<file path="config.mk">
export PLATFORM = sky130hd
export DESIGN_NAME = interrupt_priority_controller
export DESIGN_NICKNAME = d
export VERILOG_FILES = /design/src/rtl/irq_ctrl_pkg.sv /design/src/rtl/interrupt_priority_controller.sv
export SDC_FILE = /design/constraint.sdc
export NUM_CORES = 1
export LEC_CHECK = 0
export BUFFER_PORTS_ARGS = -buffer_cell sky130_fd_sc_hd__buf_4
export CAP_MARGIN = 20
export CORE_MARGIN = 8
export CORE_UTILIZATION = 47
export CTS_CLUSTER_SIZE = 25
export DETAILED_ROUTE_END_ITERATION = 7
export PLACE_DENSITY_LB_ADDON = 0.1
export SYNTH_ARGS = -nofsm -noshare
export SYNTH_HDL_FRONTEND = slang
export SYNTH_SLANG_ARGS = --single-unit
export TNS_END_PERCENT = 10
</file>
<file path="constraint.sdc">
create_clock -name clk -period 19.65 [get_ports clk]
set_input_delay 2.9475 -clock clk [delete_from_list [all_inputs] [get_ports clk]]
set_output_delay 2.9475 -clock clk [all_outputs]
set_load 0.02 [all_outputs]
</file>
<file path="src/rtl/irq_ctrl_pkg.sv">
package irq_ctrl_pkg;

    // Number of interrupt sources
    localparam int NUM_SRC = 12;
    // Source index, also the order of the request and vector tables
    localparam int SRC_EXT0 = 0;
    localparam int SRC_TMR0 = 1;
    localparam int SRC_EXT1 = 2;
    localparam int SRC_TMR1 = 3;
    localparam int SRC_SER = 4;
    localparam int SRC_BOD = 5;
    localparam int SRC_TWI = 6;
    localparam int SRC_KBD = 7;
    localparam int SRC_CMP2 = 8;
    localparam int SRC_WDT = 9;
    localparam int SRC_CMP1 = 10;
    localparam int SRC_BTMR = 11;

    // Enable register A bit positions
    localparam int ENA_EXT0 = 0;
    localparam int ENA_TMR0 = 1;
    localparam int ENA_EXT1 = 2;
    localparam int ENA_TMR1 = 3;
    localparam int ENA_SER = 4;
    localparam int ENA_BOD = 5;
    localparam int ENA_WDT = 6;
    localparam int ENA_GLOBAL = 7;
    // Enable register B bit positions
    localparam int ENB_TWI = 0;
    localparam int ENB_KBD = 1;
    localparam int ENB_CMP2 = 2;
    localparam int ENB_CMP1 = 5;
    localparam int ENB_BTMR = 7;

    // Reset value of every control register
    localparam logic [7:0] REG_RST = 8'h00;

    // Vector addresses, indexed by source
    localparam logic [15:0] VEC_EXT0 = 16'h0003;
    localparam logic [15:0] VEC_TMR0 = 16'h000b;
    localparam logic [15:0] VEC_EXT1 = 16'h0013;
    localparam logic [15:0] VEC_TMR1 = 16'h001b;
    localparam logic [15:0] VEC_SER = 16'h0023;
    localparam logic [15:0] VEC_BOD = 16'h002b;
    localparam logic [15:0] VEC_TWI = 16'h0033;
    localparam logic [15:0] VEC_KBD = 16'h003b;
    localparam logic [15:0] VEC_CMP2 = 16'h0043;
    localparam logic [15:0] VEC_WDT = 16'h0053;
    localparam logic [15:0] VEC_CMP1 = 16'h0063;
    localparam logic [15:0] VEC_BTMR = 16'h0073;

    // Sources able to wake the core from power down
    localparam logic [11:0] WAKE_MASK = 12'h7a5;

    // Tie-break polling order, first entry wins
    localparam int RANK_0 = SRC_EXT0;
    localparam int RANK_1 = SRC_BOD;
    localparam int RANK_2 = SRC_WDT;
    localparam int RANK_3 = SRC_TMR0;
    localparam int RANK_4 = SRC_TWI;
    localparam int RANK_5 = SRC_EXT1;
    localparam int RANK_6 = SRC_KBD;
    localparam int RANK_7 = SRC_CMP1;
    localparam int RANK_8 = SRC_TMR1;
    localparam int RANK_9 = SRC_CMP2;
    localparam int RANK_10 = SRC_SER;
    localparam int RANK_11 = SRC_BTMR;

    // CPU clocks per machine cycle, and the least pin hold time
    localparam int CLK_PER_MC = 6;
    localparam int MIN_HOLD_CLK = 6;
    localparam logic [2:0] MC_LAST = 3'(CLK_PER_MC - 1);

    // Top priority level and the depth of the level stack
    localparam logic [1:0] LVL_TOP = 2'h3;
    localparam int STACK_DEPTH = 4;

    // Handshake states toward the core
    typedef enum logic [1:0] {ST_IDLE, ST_OFFER} ack_state_t;

endpackage

</file>
<file path="src/rtl/interrupt_priority_controller.sv">
// Summary of operation
// RL1: Twelve sources sorted into four levels.
// RL2: Per-source enables plus one global block.
// RL3: Two priority bits per source, high low.
// RL4: Only strictly higher level preempts a handler.
// RL5: Higher level wins among simultaneous requests.
// RL6: Fixed polling order breaks ties within level.
// RL7: Fixed vector address for each source.
// RL8: Tie order ext0 bod wdt tmr0 and rest.
// RL9: Enable bits placed in two enable registers.
// RL10: Only seven listed sources wake power down.
// RL11: Trigger type zero: low level requests.
// RL12: Trigger type one: high-then-low sample sets flag.
// RL13: Pins sampled once per six-clock machine cycle.
// RL14: Source holds high then low each cycle.
// RL15: Edge flag cleared when core takes vector.
// RL16: Level source holds low until taken.
// RL17: Level flag simply follows the pin.
// RL18: Pin still low after return re-requests.
// RL19: Enabled external interrupt wakes idle, power down.
// RL20: Active level tracked and restored on return.
// RL21: Global enable is top bit, resets zero.
`timescale 1ns/10ps
module interrupt_priority_controller
    import irq_ctrl_pkg::*;
(
    input wire logic clk, // CPU clock, 20 MHz
    input wire logic rst_n, // Synchronous reset, active low
    input wire logic [7:0] enable_reg_a, // Enable register A
    input wire logic [7:0] enable_reg_b, // Enable register B
    input wire logic [7:0] prio_low_a, // Priority low bits A
    input wire logic [7:0] prio_high_a, // Priority high bits A
    input wire logic [7:0] prio_low_b, // Priority low bits B
    input wire logic [7:0] prio_high_b, // Priority high bits B
    input wire logic ext0_trigger_type, // 1 edge, 0 level, ext 0
    input wire logic ext1_trigger_type, // 1 edge, 0 level, ext 1
    input wire logic ext_irq_pin_0_n, // External pin 0, low active
    input wire logic ext_irq_pin_1_n, // External pin 1, low active
    input wire logic tmr0_overflow_flag, // Timer 0 request
    input wire logic tmr1_overflow_flag, // Timer 1 request
    input wire logic serial_tx_flag, // Serial transmit request
    input wire logic serial_rx_flag, // Serial receive request
    input wire logic brownout_flag, // Brownout request
    input wire logic twowire_attention_flag, // Two-wire request
    input wire logic keypad_flag, // Keypad request
    input wire logic cmp1_flag, // Comparator 1 request
    input wire logic cmp2_flag, // Comparator 2 request
    input wire logic wdt_overflow_flag, // Watchdog request
    input wire logic bus_timer_flag, // Bus timer request
    input wire logic irq_ack, // Core takes the offered vector
    input wire logic irq_return, // Core returns from handler
    input wire logic power_down, // Core is in power down
    output logic irq_req, // Request to the core
    output logic [15:0] irq_vector, // Vector of offered request
    output logic [3:0] irq_source, // Source index offered
    output logic [1:0] irq_level, // Level of offered request
    output logic ext0_request_flag, // External 0 request flag
    output logic ext1_request_flag, // External 1 request flag
    output logic wakeup, // Wake the core from idle/power down
    output logic [2:0] active_depth // Nested handlers in progress
);
    import irq_ctrl_pkg::*;

    // Vector table by source index
    localparam logic [15:0] VEC_TAB [NUM_SRC] = '{VEC_EXT0, VEC_TMR0,
        VEC_EXT1, VEC_TMR1, VEC_SER, VEC_BOD, VEC_TWI, VEC_KBD,
        VEC_CMP2, VEC_WDT, VEC_CMP1, VEC_BTMR};
    // Polling order table, position 0 polled first
    localparam int RANK_TAB [NUM_SRC] = '{RANK_0, RANK_1, RANK_2,
        RANK_3, RANK_4, RANK_5, RANK_6, RANK_7, RANK_8, RANK_9,
        RANK_10, RANK_11};

    // Machine cycle divider
    logic [2:0] mc_cnt_r;
    logic [2:0] mc_cnt_nxt;
    logic mc_tick; // Last clock of a machine cycle
    // Pin samples, one per machine cycle
    logic [1:0] pin_smp_r;
    logic [1:0] pin_smp_nxt;
    // Edge-mode latched flags
    logic [1:0] edge_flag_r;
    logic [1:0] edge_flag_nxt;
    logic [1:0] fall_seen; // Falling edge seen this tick
    logic [1:0] edge_clr; // Cleared on vector to handler
    logic [1:0] trig_type; // Trigger type per pin
    logic [1:0] ext_flag; // Request flag per pin
    // Request vector and gating
    logic [NUM_SRC-1:0] raw_req;
    logic [NUM_SRC-1:0] src_en;
    logic [NUM_SRC-1:0] gated_req;
    logic [1:0] src_lvl [NUM_SRC];
    // Level stack of handlers in progress
    logic [1:0] lvl_stack_r [STACK_DEPTH];
    logic [2:0] depth_r;
    logic [2:0] depth_nxt;
    logic [1:0] cur_lvl; // Level of handler now running
    // Arbitration results
    logic win_valid;
    logic [3:0] win_src;
    logic [1:0] win_lvl;
    logic preempt_ok;
    // Offer handshake
    ack_state_t state_r;
    ack_state_t state_nxt;
    logic take;
    logic [15:0] vec_nxt;

    // Priority level of source from its pair of register bits
    function automatic logic [1:0] lvl_of(input logic hi, input logic lo);
        lvl_of = {hi, lo}; // see RL3
    endfunction

    // Machine cycle tick every six CPU clocks
    assign mc_tick = (mc_cnt_r == MC_LAST); // see RL13
    assign mc_cnt_nxt = mc_tick ? 3'h0 : 3'(mc_cnt_r + 3'h1);

    // External pins: sampling, edge detect, level follow
    assign trig_type = {ext1_trigger_type, ext0_trigger_type};
    assign pin_smp_nxt = mc_tick ? {ext_irq_pin_1_n, ext_irq_pin_0_n}
                                 : pin_smp_r; // see RL13
    // High in previous sample, low in this one
    assign fall_seen = pin_smp_r & ~{ext_irq_pin_1_n, ext_irq_pin_0_n}
                       & trig_type & {2{mc_tick}}; // see RL12
    assign edge_clr[0] = take && (win_src == 4'(SRC_EXT0)); // see RL15
    assign edge_clr[1] = take && (win_src == 4'(SRC_EXT1)); // see RL15
    // Setting wins over the clear in the same cycle
    assign edge_flag_nxt = (edge_flag_r & ~edge_clr) | fall_seen;
    // Level mode tracks the sampled pin, edge mode the latch
    assign ext_flag = (trig_type & edge_flag_r)
                      | (~trig_type & ~pin_smp_r); // see RL11 RL17 RL18
    assign ext0_request_flag = ext_flag[0];
    assign ext1_request_flag = ext_flag[1];

    // Requests in source order
    assign raw_req = {bus_timer_flag, cmp1_flag, wdt_overflow_flag,
        cmp2_flag, keypad_flag, twowire_attention_flag, brownout_flag,
        serial_tx_flag | serial_rx_flag, tmr1_overflow_flag,
        ext_flag[1], tmr0_overflow_flag, ext_flag[0]}; // see RL1

    // Enable bits in source order
    assign src_en = {enable_reg_b[ENB_BTMR], enable_reg_b[ENB_CMP1],
        enable_reg_a[ENA_WDT], enable_reg_b[ENB_CMP2],
        enable_reg_b[ENB_KBD], enable_reg_b[ENB_TWI],
        enable_reg_a[ENA_BOD], enable_reg_a[ENA_SER],
        enable_reg_a[ENA_TMR1], enable_reg_a[ENA_EXT1],
        enable_reg_a[ENA_TMR0], enable_reg_a[ENA_EXT0]}; // see RL9
    // Global enable gates every source
    assign gated_req = raw_req & src_en
                       & {NUM_SRC{enable_reg_a[ENA_GLOBAL]}}; // see RL2 RL21

    // Priority per source, bank A for ext0 through brownout and watchdog
    assign src_lvl[SRC_EXT0] = lvl_of(prio_high_a[0], prio_low_a[0]);
    assign src_lvl[SRC_TMR0] = lvl_of(prio_high_a[1], prio_low_a[1]);
    assign src_lvl[SRC_EXT1] = lvl_of(prio_high_a[2], prio_low_a[2]);
    assign src_lvl[SRC_TMR1] = lvl_of(prio_high_a[3], prio_low_a[3]);
    assign src_lvl[SRC_SER] = lvl_of(prio_high_a[4], prio_low_a[4]);
    assign src_lvl[SRC_BOD] = lvl_of(prio_high_a[5], prio_low_a[5]);
    assign src_lvl[SRC_WDT] = lvl_of(prio_high_a[6], prio_low_a[6]);
    assign src_lvl[SRC_TWI] = lvl_of(prio_high_b[0], prio_low_b[0]);
    assign src_lvl[SRC_KBD] = lvl_of(prio_high_b[1], prio_low_b[1]);
    assign src_lvl[SRC_CMP2] = lvl_of(prio_high_b[2], prio_low_b[2]);
    assign src_lvl[SRC_CMP1] = lvl_of(prio_high_b[5], prio_low_b[5]);
    assign src_lvl[SRC_BTMR] = lvl_of(prio_high_b[7], prio_low_b[7]);

    // Arbitration: highest level, then first in polling order
    always_comb begin
        win_valid = 1'b0;
        win_src = 4'h0;
        win_lvl = 2'h0;
        for (int k = 0; k < NUM_SRC; k++) begin
            // Strictly higher level replaces, equal keeps earlier rank
            if (gated_req[RANK_TAB[k]] &&
                (!win_valid || src_lvl[RANK_TAB[k]] > win_lvl)) begin
                win_valid = 1'b1; // see RL5 RL6 RL8
                win_src = 4'(RANK_TAB[k]);
                win_lvl = src_lvl[RANK_TAB[k]];
            end
        end
    end

    // Running level and the preemption test
    assign cur_lvl = (depth_r == 3'h0) ? 2'h0
                     : lvl_stack_r[2'(depth_r - 3'h1)];
    // Idle core takes any level; a handler only a higher one
    assign preempt_ok = win_valid && ((depth_r == 3'h0)
                        || (cur_lvl != LVL_TOP && win_lvl > cur_lvl)); // see RL4

    // Offer handshake toward the core
    assign take = (state_r == ST_OFFER) && irq_ack && preempt_ok;
    always_comb begin
        case (state_r)
            ST_IDLE: state_nxt = preempt_ok ? ST_OFFER : ST_IDLE;
            ST_OFFER: state_nxt = (take || !preempt_ok) ? ST_IDLE
                                                        : ST_OFFER;
            default: state_nxt = ST_IDLE;
        endcase
    end
    assign irq_req = (state_r == ST_OFFER) && preempt_ok;
    assign vec_nxt = VEC_TAB[win_src]; // see RL7

    // Nesting depth: push on take, pop on return
    always_comb begin
        depth_nxt = depth_r;
        if (take && depth_r != 3'(STACK_DEPTH)) begin
            depth_nxt = 3'(depth_r + 3'h1);
        end else if (irq_return && depth_r != 3'h0) begin
            depth_nxt = 3'(depth_r - 3'h1); // see RL20
        end
    end
    assign active_depth = depth_r;

    // Wake: any enabled pending request, in power down only one of a wake-capable source
    assign wakeup = power_down ? |(gated_req & WAKE_MASK)
                               : |gated_req; // see RL10 RL19

    // Level stack entries, one per nesting depth
    generate
        for (genvar g = 0; g < STACK_DEPTH; g++) begin : g_stack
            always_ff @(posedge clk) begin
                if (!rst_n) begin
                    lvl_stack_r[g] <= 2'h0;
                end else if (take && depth_r == 3'(g)) begin
                    lvl_stack_r[g] <= win_lvl; // see RL20
                end
            end
        end
    endgenerate

    // Machine cycle, pin samples and edge flags
    always_ff @(posedge clk) begin
        if (!rst_n) begin
            mc_cnt_r <= 3'h0;
            pin_smp_r <= 2'h3;
            edge_flag_r <= 2'h0;
        end else begin
            mc_cnt_r <= mc_cnt_nxt;
            pin_smp_r <= pin_smp_nxt;
            edge_flag_r <= edge_flag_nxt;
        end
    end

    // Handshake state, depth and offered vector registers
    always_ff @(posedge clk) begin
        if (!rst_n) begin
            state_r <= ST_IDLE;
            depth_r <= 3'h0;
            irq_vector <= 16'h0000;
            irq_source <= 4'h0;
            irq_level <= 2'h0;
        end else begin
            state_r <= state_nxt;
            depth_r <= depth_nxt;
            irq_vector <= vec_nxt;
            irq_source <= win_src;
            irq_level <= win_lvl;
        end
    end

endmodule

</file>
## Word level (Yosys, flattened, before mapping)

Memories as Yosys holds them, arrays and structs flattened. A register that Yosys moved wholly into a read port is not among the register bits.
Index checks and enable logic that the tools add are counted.

| storage, ports and cells | value |
|---|---|
| memories kept | 2 |
| flip-flop bits (word level) | 18 |
| memory bits (read-only) | 256 |
| output and inout bits | 29 |
| bits in writable memories | 8 |
| bits of input ports | 68 |
| word-level logic and storage cells | 170 |

Memory list:

| memory | words | bits a word | read ports | clocked after Yosys merged registers in | write ports | RTL line | RTL |
|---|---|---|---|---|---|---|---|
| (name not given) | 16 | 16 | 1 | 1 | 0 | interrupt_priority_controller.sv:199 | `assign vec_nxt = VEC_TAB[win_src];` |
| lvl_stack_r | 4 | 2 | 1 | 0 | 4 | interrupt_priority_controller.sv:93 | `logic [1:0] lvl_stack_r [STACK_DEPTH];` |

| operators by class | value |
|---|---|
| eq/ne operators | 8 |
| bitwise gates (word level) | 21 |
| $add $sub $neg | 3 |
| multiplexer cells | 59 |
| magnitude comparators | 12 |
| reductions and logical operators | 58 |

Operators by type and width:

| kind | count |
|---|---|
| 2-to-1 mux 4 bit | 10 |
| 2-to-1 mux 2 bit | 17 |
| 2-to-1 mux 1 bit | 28 |
| bitwise AND 12 bit | 2 |
| greater-than comparator 2 bit | 12 |
| logical AND 1 bit | 24 |
| zero test 1 bit | 13 |
| logical OR 1 bit | 13 |
| bitwise AND 2 bit | 6 |
| OR reduction 12 bit | 1 |
| 2-to-1 mux 3 bit | 3 |
| NOT 2 bit | 4 |
| OR reduction 7 bit | 1 |
| adder 3 x 1 -> 3 bit (second input constant) | 2 |
| equality test 3 x 2 -> 1 bit (second input constant) | 2 |
| NOT 4 -> 5 bit | 1 |
| OR 1 bit | 5 |
| equality test 4 x 2 -> 1 bit (second input constant) | 1 |
| zero test 4 bit | 1 |
| OR 2 bit | 2 |
| equality test 3 x 1 -> 1 bit (second input constant) | 1 |
| equality test 3 bit (second input constant) | 1 |
| zero test 3 bit | 1 |
| inequality test 3 bit (second input constant) | 1 |
| 9 further kinds | 9 |

## Depth between registers and ports, before layout

Gate-level depths: netlist of the first run.

| logic depth | value |
|---|---|
| word-level depth | 60 |
| mapped depth | 86 |
| depth with buffers taken out | 84 |

## Worst setup path before layout of the first run

No wires, ideal clock.

| timing path | value |
|---|---|
| kind | input to output |
| start | in ext0_trigger_type |
| end | out irq_req |
| data arrival time | 16.832 ns |
| stages | 80 |
| slack | -0.130 ns |
| cells stage by stage | nor2b_4 nor3_4 nand2_1 ha_1 nor2b_1 o21ai_0 a21oi_1 a21boi_1 inv_1 ha_1 nand2_1 o21ai_1 a21oi_2 o31a_1 inv_1 ha_1 nor2b_1 a2bb2oi_1 [44 not listed] nor2_1 o2111ai_1 a31oi_2 a211o_1 o21ai_1 ha_1 nand2_1 o21ai_0 a21oi_1 clkbuf_1 a21oi_1 a22o_1 ha_1 nand2_1 o21ai_0 a22o_1 a41oi_1 and2_1 |

| on the way | value |
|---|---|
| longest elaborated chain between the ends | 55 |

Ends and longest elaborated chain:

| item | RTL line | RTL |
|---|---|---|
| start, declared | interrupt_priority_controller.sv:35 | `input wire logic ext0_trigger_type,` |
| NOT 2 bit | interrupt_priority_controller.sv:130 | `\| (~trig_type & ~pin_smp_r);` |
| bitwise AND 2 bit | interrupt_priority_controller.sv:130 |  |
| OR 2 bit * | interrupt_priority_controller.sv:130 |  |
| bitwise AND 12 bit * | interrupt_priority_controller.sv:148 | `assign gated_req = raw_req & src_en` |
| bitwise AND 12 bit * | interrupt_priority_controller.sv:149 | `& {NUM_SRC{enable_reg_a[ENA_GLOBAL]}};` |
| 2-to-1 mux 2 bit or 2-to-1 mux 1 bit (tied branches) | interrupt_priority_controller.sv:172 | `if (gated_req[RANK_TAB[k]] &&` |
| greater-than comparator 2 bit or zero test 1 bit (tied branches) | interrupt_priority_controller.sv:173 | `(!win_valid \|\| src_lvl[RANK_TAB[k]] > win_lvl)) begin` |
| logical OR 1 bit | interrupt_priority_controller.sv:173 |  |
| [39 not listed] | - |  |
| logical OR 1 bit | interrupt_priority_controller.sv:173 |  |
| logical AND 1 bit | interrupt_priority_controller.sv:172 |  |
| 2-to-1 mux 2 bit | interrupt_priority_controller.sv:172 |  |
| greater-than comparator 2 bit | interrupt_priority_controller.sv:186 | `\|\| (cur_lvl != LVL_TOP && win_lvl > cur_lvl));` |
| logical AND 1 bit | interrupt_priority_controller.sv:186 |  |
| logical OR 1 bit | interrupt_priority_controller.sv:186 |  |
| logical AND 1 bit * | interrupt_priority_controller.sv:185 | `assign preempt_ok = win_valid && ((depth_r == 3'h0)` |
| logical AND 1 bit * | interrupt_priority_controller.sv:198 | `assign irq_req = (state_r == ST_OFFER) && preempt_ok;` |
| end, declared | interrupt_priority_controller.sv:53 | `output logic irq_req,` |

Every way passes the cells marked *; elsewhere a longest branch is shown, timed or not.

## Worst setup path after layout of the first run

| timing path | value |
|---|---|
| start | in ext0_trigger_type |
| end | out irq_req |

| on the way | value |
|---|---|
| longest elaborated chain between the ends | 55 |

Ends and longest elaborated chain:

| item | RTL line | RTL |
|---|---|---|
| NOT 2 bit | interrupt_priority_controller.sv:130 |  |
| bitwise AND 2 bit | interrupt_priority_controller.sv:130 |  |
| OR 2 bit * | interrupt_priority_controller.sv:130 |  |
| bitwise AND 12 bit * | interrupt_priority_controller.sv:148 |  |
| bitwise AND 12 bit * | interrupt_priority_controller.sv:149 |  |
| 2-to-1 mux 2 bit or 2-to-1 mux 1 bit (tied branches) | interrupt_priority_controller.sv:172 |  |
| greater-than comparator 2 bit or zero test 1 bit (tied branches) | interrupt_priority_controller.sv:173 |  |
| logical OR 1 bit | interrupt_priority_controller.sv:173 |  |
| [40 not listed] | - |  |
| logical AND 1 bit | interrupt_priority_controller.sv:172 |  |
| 2-to-1 mux 2 bit * | interrupt_priority_controller.sv:172 |  |
| named net win_lvl[1] | interrupt_priority_controller.sv:100 | `logic [1:0] win_lvl;` |
| greater-than comparator 2 bit * | interrupt_priority_controller.sv:186 |  |
| logical AND 1 bit * | interrupt_priority_controller.sv:186 |  |
| logical OR 1 bit * | interrupt_priority_controller.sv:186 |  |
| logical AND 1 bit * | interrupt_priority_controller.sv:185 |  |
| logical AND 1 bit * | interrupt_priority_controller.sv:198 |  |

Mark *: on every way through the listed nets, which the timed path passes. The rest lies on a longest branch.

==> run summary, run 1 <==
• **height of the die** 95.4 um
• **number of global-route vias before repair** 3186
• **count of buffers inserted at the top-level ports** 75
• **path category of the worst min-delay check** reg -> reg
• **global-route usage over all layers** 19.0%
• **TritonCTS clock tree** done
• **PD cells** 71.5 mW/mm2
• **Least-Margin Pin Slew** 0.688 ns
• **most numerous cell types in the synthesized netlist** 43 x nand2_1, 38 x nor2_1, 32 x a21oi_1, 27 x ha_1, 24 x inv_1
• **setup repair after global routing missed its margin** true
• **share of post-route cells with drive strength above 1** 44.5%
• **Layout Utilization** 73.4%
• **critical path buffer and inverter count** 5
• **worst path arrival time** 16.54 ns
• **max cap viols** 0
• **placed wire-length estimate after detailed placement** 7190 um
• **ys flop type** dfxtp_1
• **share of async-settable or async-resettable flops after synthesis** 0%
• **number of synthesized register bits** 30
• **Pins Over Slew Limit** 0
• **CTS hold repair buffers** 0
• **clock latency on the worst-skew pair** 0.28 ns
• **most instantiated library cell after synthesis** nand2_1
• **WHS Endpoint** mc_cnt_r[0]
• **maximum fanout along the worst path** 5
• **initial detailed-routing violation count** 230
• **standard cell area after detailed placement** 0.00385 mm2
• **layout overhead on the synthesized area** 54.5%
• **Antenna Diode Count** 0
• **Peak Freq** 0.0513 GHz
• **Setup TNS Final** 0 ns
• **number of stages on the worst hold path** 1
• **core region area** 0.00624 mm2
• **IO Count** 97
• **dominant cell type by area after synthesis** dfxtp_1
• **cell count after placement** 570
• **reg-to-reg startpoint** pin_smp_r[0]
• **final-report hold violation count** 0
• **max_slew headroom** 53.8%
• **Worst Setup Path Type** in -> out
• **data required time of the worst path** 16.70 ns
• **Pre-antenna DRT Iters** 5
• **number of buffers on the longest clock path** 2
• **die width** 95.4 um
• **final clock period utilization by the worst path** 99.2%
• **final setup violating endpoints** 0
• **number of nets with antenna violations after detailed routing** 0
• **critical path endpoint category** primary output
• **static leakage** 2.11 nW
• **end of the worst register-to-register path** edge_flag_r[1]
• **Post-route DRC** 0
• **number of sinks driven by the clock tree** 30
• **number of antenna violations at the first check in global routing** 0
• **total number of H-tree levels** 2
• **global-route wire length before repair** 14000 um
• **worst voltage drop across the vdd grid** 0.0769 mV
• **min-delay src** mc_cnt_r[0]
• **final total power** 328 uW
• **worst stage delay on the critical path** 0.42 ns
• **Layout Nets** 626
• **outcome** complete, no violations
• **Reg2Reg Setup Slack** 4.60 ns
• **count of warnings emitted by yosys** 0
• **EDFF count, synth** 8
• **netlist area before placement** 0.00297 mm2
• **final worst clock skew** 0.00478 ns
• **Mapped Avg Cell Area** 7.70 um2
• **starting density of the core** 47.5%
• **critical-path cell with the highest stage delay** a2111o_1
• **via count** 3562
• **finished layout cell area** 0.00458 mm2
• **Die ar.** 0.00911 mm2
• **count of non-filler cells in the finished layout** 609
• **maximum number of pins on one net before global-route repair** 22
• **routed via count divided by cell count** 5.85
• **per-cell routed wire length** 16.5 um
• **final period demand of the worst path** 19.49 ns
• **Num CTS Buffers** 5
• **part of the Yosys area used for sequential elements** 23.0%
• **Root Driver** clkbuf_8
• **Routability Congestion** 0.921
• **Worst R2R Path Depth** 83
• **ranking of synthesized cells by area** dfxtp_1 15%, ha_1 11%, edfxtp_1 8.1%
• **Reg clk slew, reported paths** 0.06 ns
• **placement row count** 29
• **post-detailed-routing wire length** 10100 um
• **Congestion Overflow GR** 0
• **critical path launch point type** input pin
• **library cells used by synthesis** 66
• **share of the synthesized area in the top cell type** 14.9%
• **post-synthesis cell count** 385
• **top cell family by delay on the critical path** compound AO/OA/AOI/OAI gates
-- area by class of cell --
type / instances / area (um2)
Clock inverter: 3 / 40.0
Fill cell: 481 / 1660
Inverter: 24 / 90.1
Clock buffer: 5 / 68.8
Timing Repair Buffer: 148 / 1120
Sequential cell: 30 / 681
Tap cell: 77 / 96.3
Multi-Input combinational cell: 322 / 2480
-- cell usage in the layout (no fill, tap or decap), types with 10 or more instances in the layout --
cell     Yosys  final
inv_1       24     22
ha_1        27     21
nor2_1      38     26
nor2_2       2     10
nand2_1     43     39
a21oi_1     32     23
nand3_1     21     21
conb_1       1     10
dfxtp_1     22     22
o21ai_0     17     11
buf_4       11    145
-- timing repair --
item                       in CTS  in global routing
setup endpoints to repair       1                  1
setup buffers                   0                 31
resized for setup               2                 83
pin swaps                       0                 70
-- worst max path at each step --
stage / from / endpoint / depth (start not counted) / slack, ns
floorplan: ext0_trigger_type / irq_req / 80 / 0.11
global placement: ext0_trigger_type / irq_req / 80 / 0.05
detailed placement: ext0_trigger_type / irq_req / 78 / -0.10
CTS: ext0_trigger_type / irq_req / 79 / 0.03
global route: ext0_trigger_type / irq_req / 83 / -0.53
finish: ext0_trigger_type / irq_req / 82 / 0.16
-- registers in the layout (all words and copies together) (netlist names) --
register      count
active_depth      3
irq_source        4
irq_vector        5
edge_flag_r       2
lvl_stack_r       8
mc_cnt_r          3
pin_smp_r         2
state_r           1
irq_level         2
-- per-layer routing --
| layer | wire length (um) | global-route usage (%) | vias to the layer above |
|---|---|---|---|
| met2 | 4820 | 30.7 | 170 |
| met1 | 4290 | 24.5 | 1661 |
| met5 | 0 | 0 | - |
| met3 | 761 | 4.65 | 23 |
| met4 | 196 | 5.38 | 0 |
| li1 | - | - | 1708 |
-- power by group --
part	switching, mW	total [mW]	internal, mW
Clock	0.0231	0.0603	0.0373
Sequential	0.00678	0.0787	0.0720
Combinational	0.0985	0.189	0.0901
Total	0.128	0.328	0.199
-- through the flow --
| step | hold WS (ns) | worst slack, ns |
|---|---|---|
| 2_1_floorplan | 0.421 | 0.106 |
| 3_3_place_gp | 0.435 | 0.0498 |
| 3_5_place_dp | 0.449 | -0.102 |
| 4_1_cts | 0.461 | 0.0300 |
| 5_1_grt | 0.492 | -0.528 |
| 6_report | 0.455 | 0.160 |
-- worst register-to-register path: cells and delay by family, from the launching register on --
kind	cells	cell delay [ns]
compound gates	40	7.56
simple gates	28	3.64
fa+ha+maj	12	2.99
buf+inv	3	0.40
flops	1	0.32
-- kinds of logic after synthesis --
group | Yosys count | synth area share [%]
AO/OA/AOI/OAI | 129 | 30.8
XOR/XNOR | 1 | 0.295
adder cells (fa/ha/maj) | 27 | 11.4
buffers and inverters | 42 | 7.05
flip-flops | 30 | 23.0
multiplexers | 4 | 2.32
other | 1 | 0.126
AND/OR/NAND/NOR | 151 | 25.0
(Power assumes the default switching activity.)
==> run 2: changes to the inputs <==
--- a/config.mk
+++ b/config.mk
@@ -6,12 +6,13 @@
 export NUM_CORES = 1
 export LEC_CHECK = 0
 export BUFFER_PORTS_ARGS = -buffer_cell sky130_fd_sc_hd__buf_4
-export CAP_MARGIN = 20
+export CAP_MARGIN = 10
 export CORE_MARGIN = 8
 export CORE_UTILIZATION = 47
 export CTS_CLUSTER_SIZE = 25
 export DETAILED_ROUTE_END_ITERATION = 7
 export PLACE_DENSITY_LB_ADDON = 0.1
+export REMOVE_ABC_BUFFERS = 1
 export SYNTH_ARGS = -nofsm -noshare
 export SYNTH_HDL_FRONTEND = slang
 export SYNTH_SLANG_ARGS = --single-unit
==> run 2 against run 1 <==
Net effect:
- sequential power hardly changed
- clock power decreased by 16%
- hold slack got worse by 0.0025 ns
- via count shrank 7.7%
- global-route usage fell by 0.18 points
- combinational power decreased by 7%
- power fell by 7.0%
==> run summary, run 2 (synthesis results as in run 1) <==
• **total number of H-tree levels** 2
• **met2 Track Usage GR** 33.3%
• **maximum number of pins on one net before global-route repair** 22
• **path category of the worst min-delay check** reg -> reg
• **Routability Congestion** 0.905
• **final-report hold violation count** 0
• **max cap viols** 0
• **Pins Over Slew Limit** 0
• **Reg2Reg Setup Slack** 4.87 ns
• **top cell family by delay on the critical path** compound AO/OA/AOI/OAI gates
• **WHS Endpoint** mc_cnt_r[0]
• **data required time of the worst path** 16.70 ns
• **Peak Freq** 0.0523 GHz
• **CTS hold repair buffers** 0
• **Num CTS Buffers** 5
• **worst path arrival time** 16.16 ns
• **worst voltage drop across the vdd grid** 0.0565 mV
• **Die ar.** 0.00911 mm2
• **dpl ws** -0.311 ns
• **min-delay src** mc_cnt_r[0]
• **Setup TNS Final** 0 ns
• **leading registers by flop count** lvl_stack_r (8), irq_vector (5), irq_source (4)
• **commonest cells after routing, fill and taps aside** 115 x buf_4, 40 x nand2_1, 27 x nor2_1
• **most common cell after layout, fill and taps aside** buf_4
• **Pre-antenna DRT Iters** 4
• **global-route wire length before repair** 13800 um
• **met3 routing resource usage after global routing** 3.23%
• **global-route usage over all layers** 18.8%
• **Post-route DRC** 0
• **per-cell routed wire length** 16.1 um
• **initial detailed-routing violation count** 164
• **Antenna Diode Count** 0
• **count of buffers inserted at the top-level ports** 75
• **PD cells** 70.5 mW/mm2
• **layout overhead on the synthesized area** 45.8%
• **Worst Setup Path Type** in -> out
• **gr busiest metal** met2
• **Reg clk slew, reported paths** 0.06 ns
• **final critical-path setup slack** 0.539 ns
• **die width** 95.4 um
• **routed via count divided by cell count** 5.70
• **Congestion Overflow GR** 0
• **number of nets with antenna violations after detailed routing** 0
• **reg-to-reg startpoint** pin_smp_r[0]
• **final setup violating endpoints** 0
• **number of antenna violations at the first check in global routing** 0
• **placement row count** 29
• **Root Driver** clkbuf_8
• **number of sinks driven by the clock tree** 30
• **core region area** 0.00624 mm2
• **static leakage** 1.94 nW
• **via count** 3288
• **number of flip-flops in the largest register** 8
• **placed wire-length estimate after detailed placement** 7130 um
• **critical path launch point type** input pin
• **number of stages on the worst hold path** 1
• **critical path endpoint category** primary output
• **worst stage delay on the critical path** 0.38 ns
• **end of the worst register-to-register path** edge_flag_r[1]
• **Layout Utilization** 69.3%
• **final total power** 305 uW
• **share of post-route cells with drive strength above 1** 40.0%
• **critical-path cell with the highest stage delay** a2111o_1
• **height of the die** 95.4 um
• **Worst R2R Path Depth** 83
• **maximum fanout along the worst path** 6
• **Least-Margin Pin Slew** 0.671 ns
• **final clock period utilization by the worst path** 97.3%
• **post-detailed-routing wire length** 9280 um
• **number of buffers on the longest clock path** 2
• **final worst clock skew** 0.00964 ns
• **Layout Nets** 594
• **critical path buffer and inverter count** 4
• **max_slew headroom** 55.1%
• **Largest Register** lvl_stack_r
• **TritonCTS clock tree** done
• **starting density of the core** 47.5%
• **met1 global-route usage** 22.3%
• **final period demand of the worst path** 19.11 ns
• **number of global-route vias before repair** 3033
• **IO Count** 97
• **clock latency on the worst-skew pair** 0.28 ns
• **outcome** complete, no violations
==> run 2: changes by cell type in the layout (fill, tap and decap cells not counted), sizes merged <==
cell      delta
bufinv       -1
clkinv       -1
clkbuf       +1
buf         -32
clkinvlp     +1
==> run 2: how the worst max path moves through the flow <==
stage | from | to | depth (start not counted)
floorplan | ext0_trigger_type | irq_req | 79
global placement | ext0_trigger_type | irq_req | 79
detailed placement | ext0_trigger_type | irq_req | 80
CTS | ext0_trigger_type | irq_req | 80
global route | ext0_trigger_type | irq_req | 81
finish | ext0_trigger_type | irq_req | 81
==> run 2: cell type report <==
type | instances | area, um2
clock buffers | 6 | 82.6
multi-input cells | 322 | 2490
flip-flops and latches | 30 | 681
inverters | 24 | 90.1
fillers | 519 | 1920
clock inverters | 2 | 12.5
repair buffers | 116 | 875
well taps | 77 | 96.3
==> run 2: metal layers <==
layer  wire length (um)  vias to the layer above
li1                   -                     1647
met1               3820                     1532
met2               4780                       86
met3                423                       23
met4                257                        0
met5                  0                        -
==> run 2: per-stage QoR <==
stage	cell area, um2	cells	hold WS [ns]
final	4320	577	0.452
after global routing	4320	577	0.474
after CTS	3820	557	0.462
after detailed placement	3700	549	0.447
after global placement	3700	549	0.432
after floorplan	2880	376	0.421
==> run 2: what timing repair did <==
item / CTS / global route
buffers inserted: 0 / 20
resized for setup: 6 / 74
endpoints found under the hold margin: 0 / 0
setup endpoints to repair: 1 / 1
pin swaps: 2 / 57
==> run 2: worst reg2reg max path: cells and delay by family, from the launching register on <==
family / cells / cell delay, ns
AO/OA/AOI/OAI: 41 / 7.50
AND/OR/NAND/NOR: 27 / 3.33
buffers and inverters: 3 / 0.40
adder cells (fa/ha/maj): 12 / 3.13
flip-flops: 1 / 0.32
==> run 2: power by group <==
| part | leakage [nW] | internal [mW] | switching (mW) |
|---|---|---|---|
| registers | 0.264 | 0.0720 | 0.00676 |
| clock network | 0.0472 | 0.0281 | 0.0226 |
| logic | 1.62 | 0.0812 | 0.0942 |
| total | 1.94 | 0.181 | 0.124 |
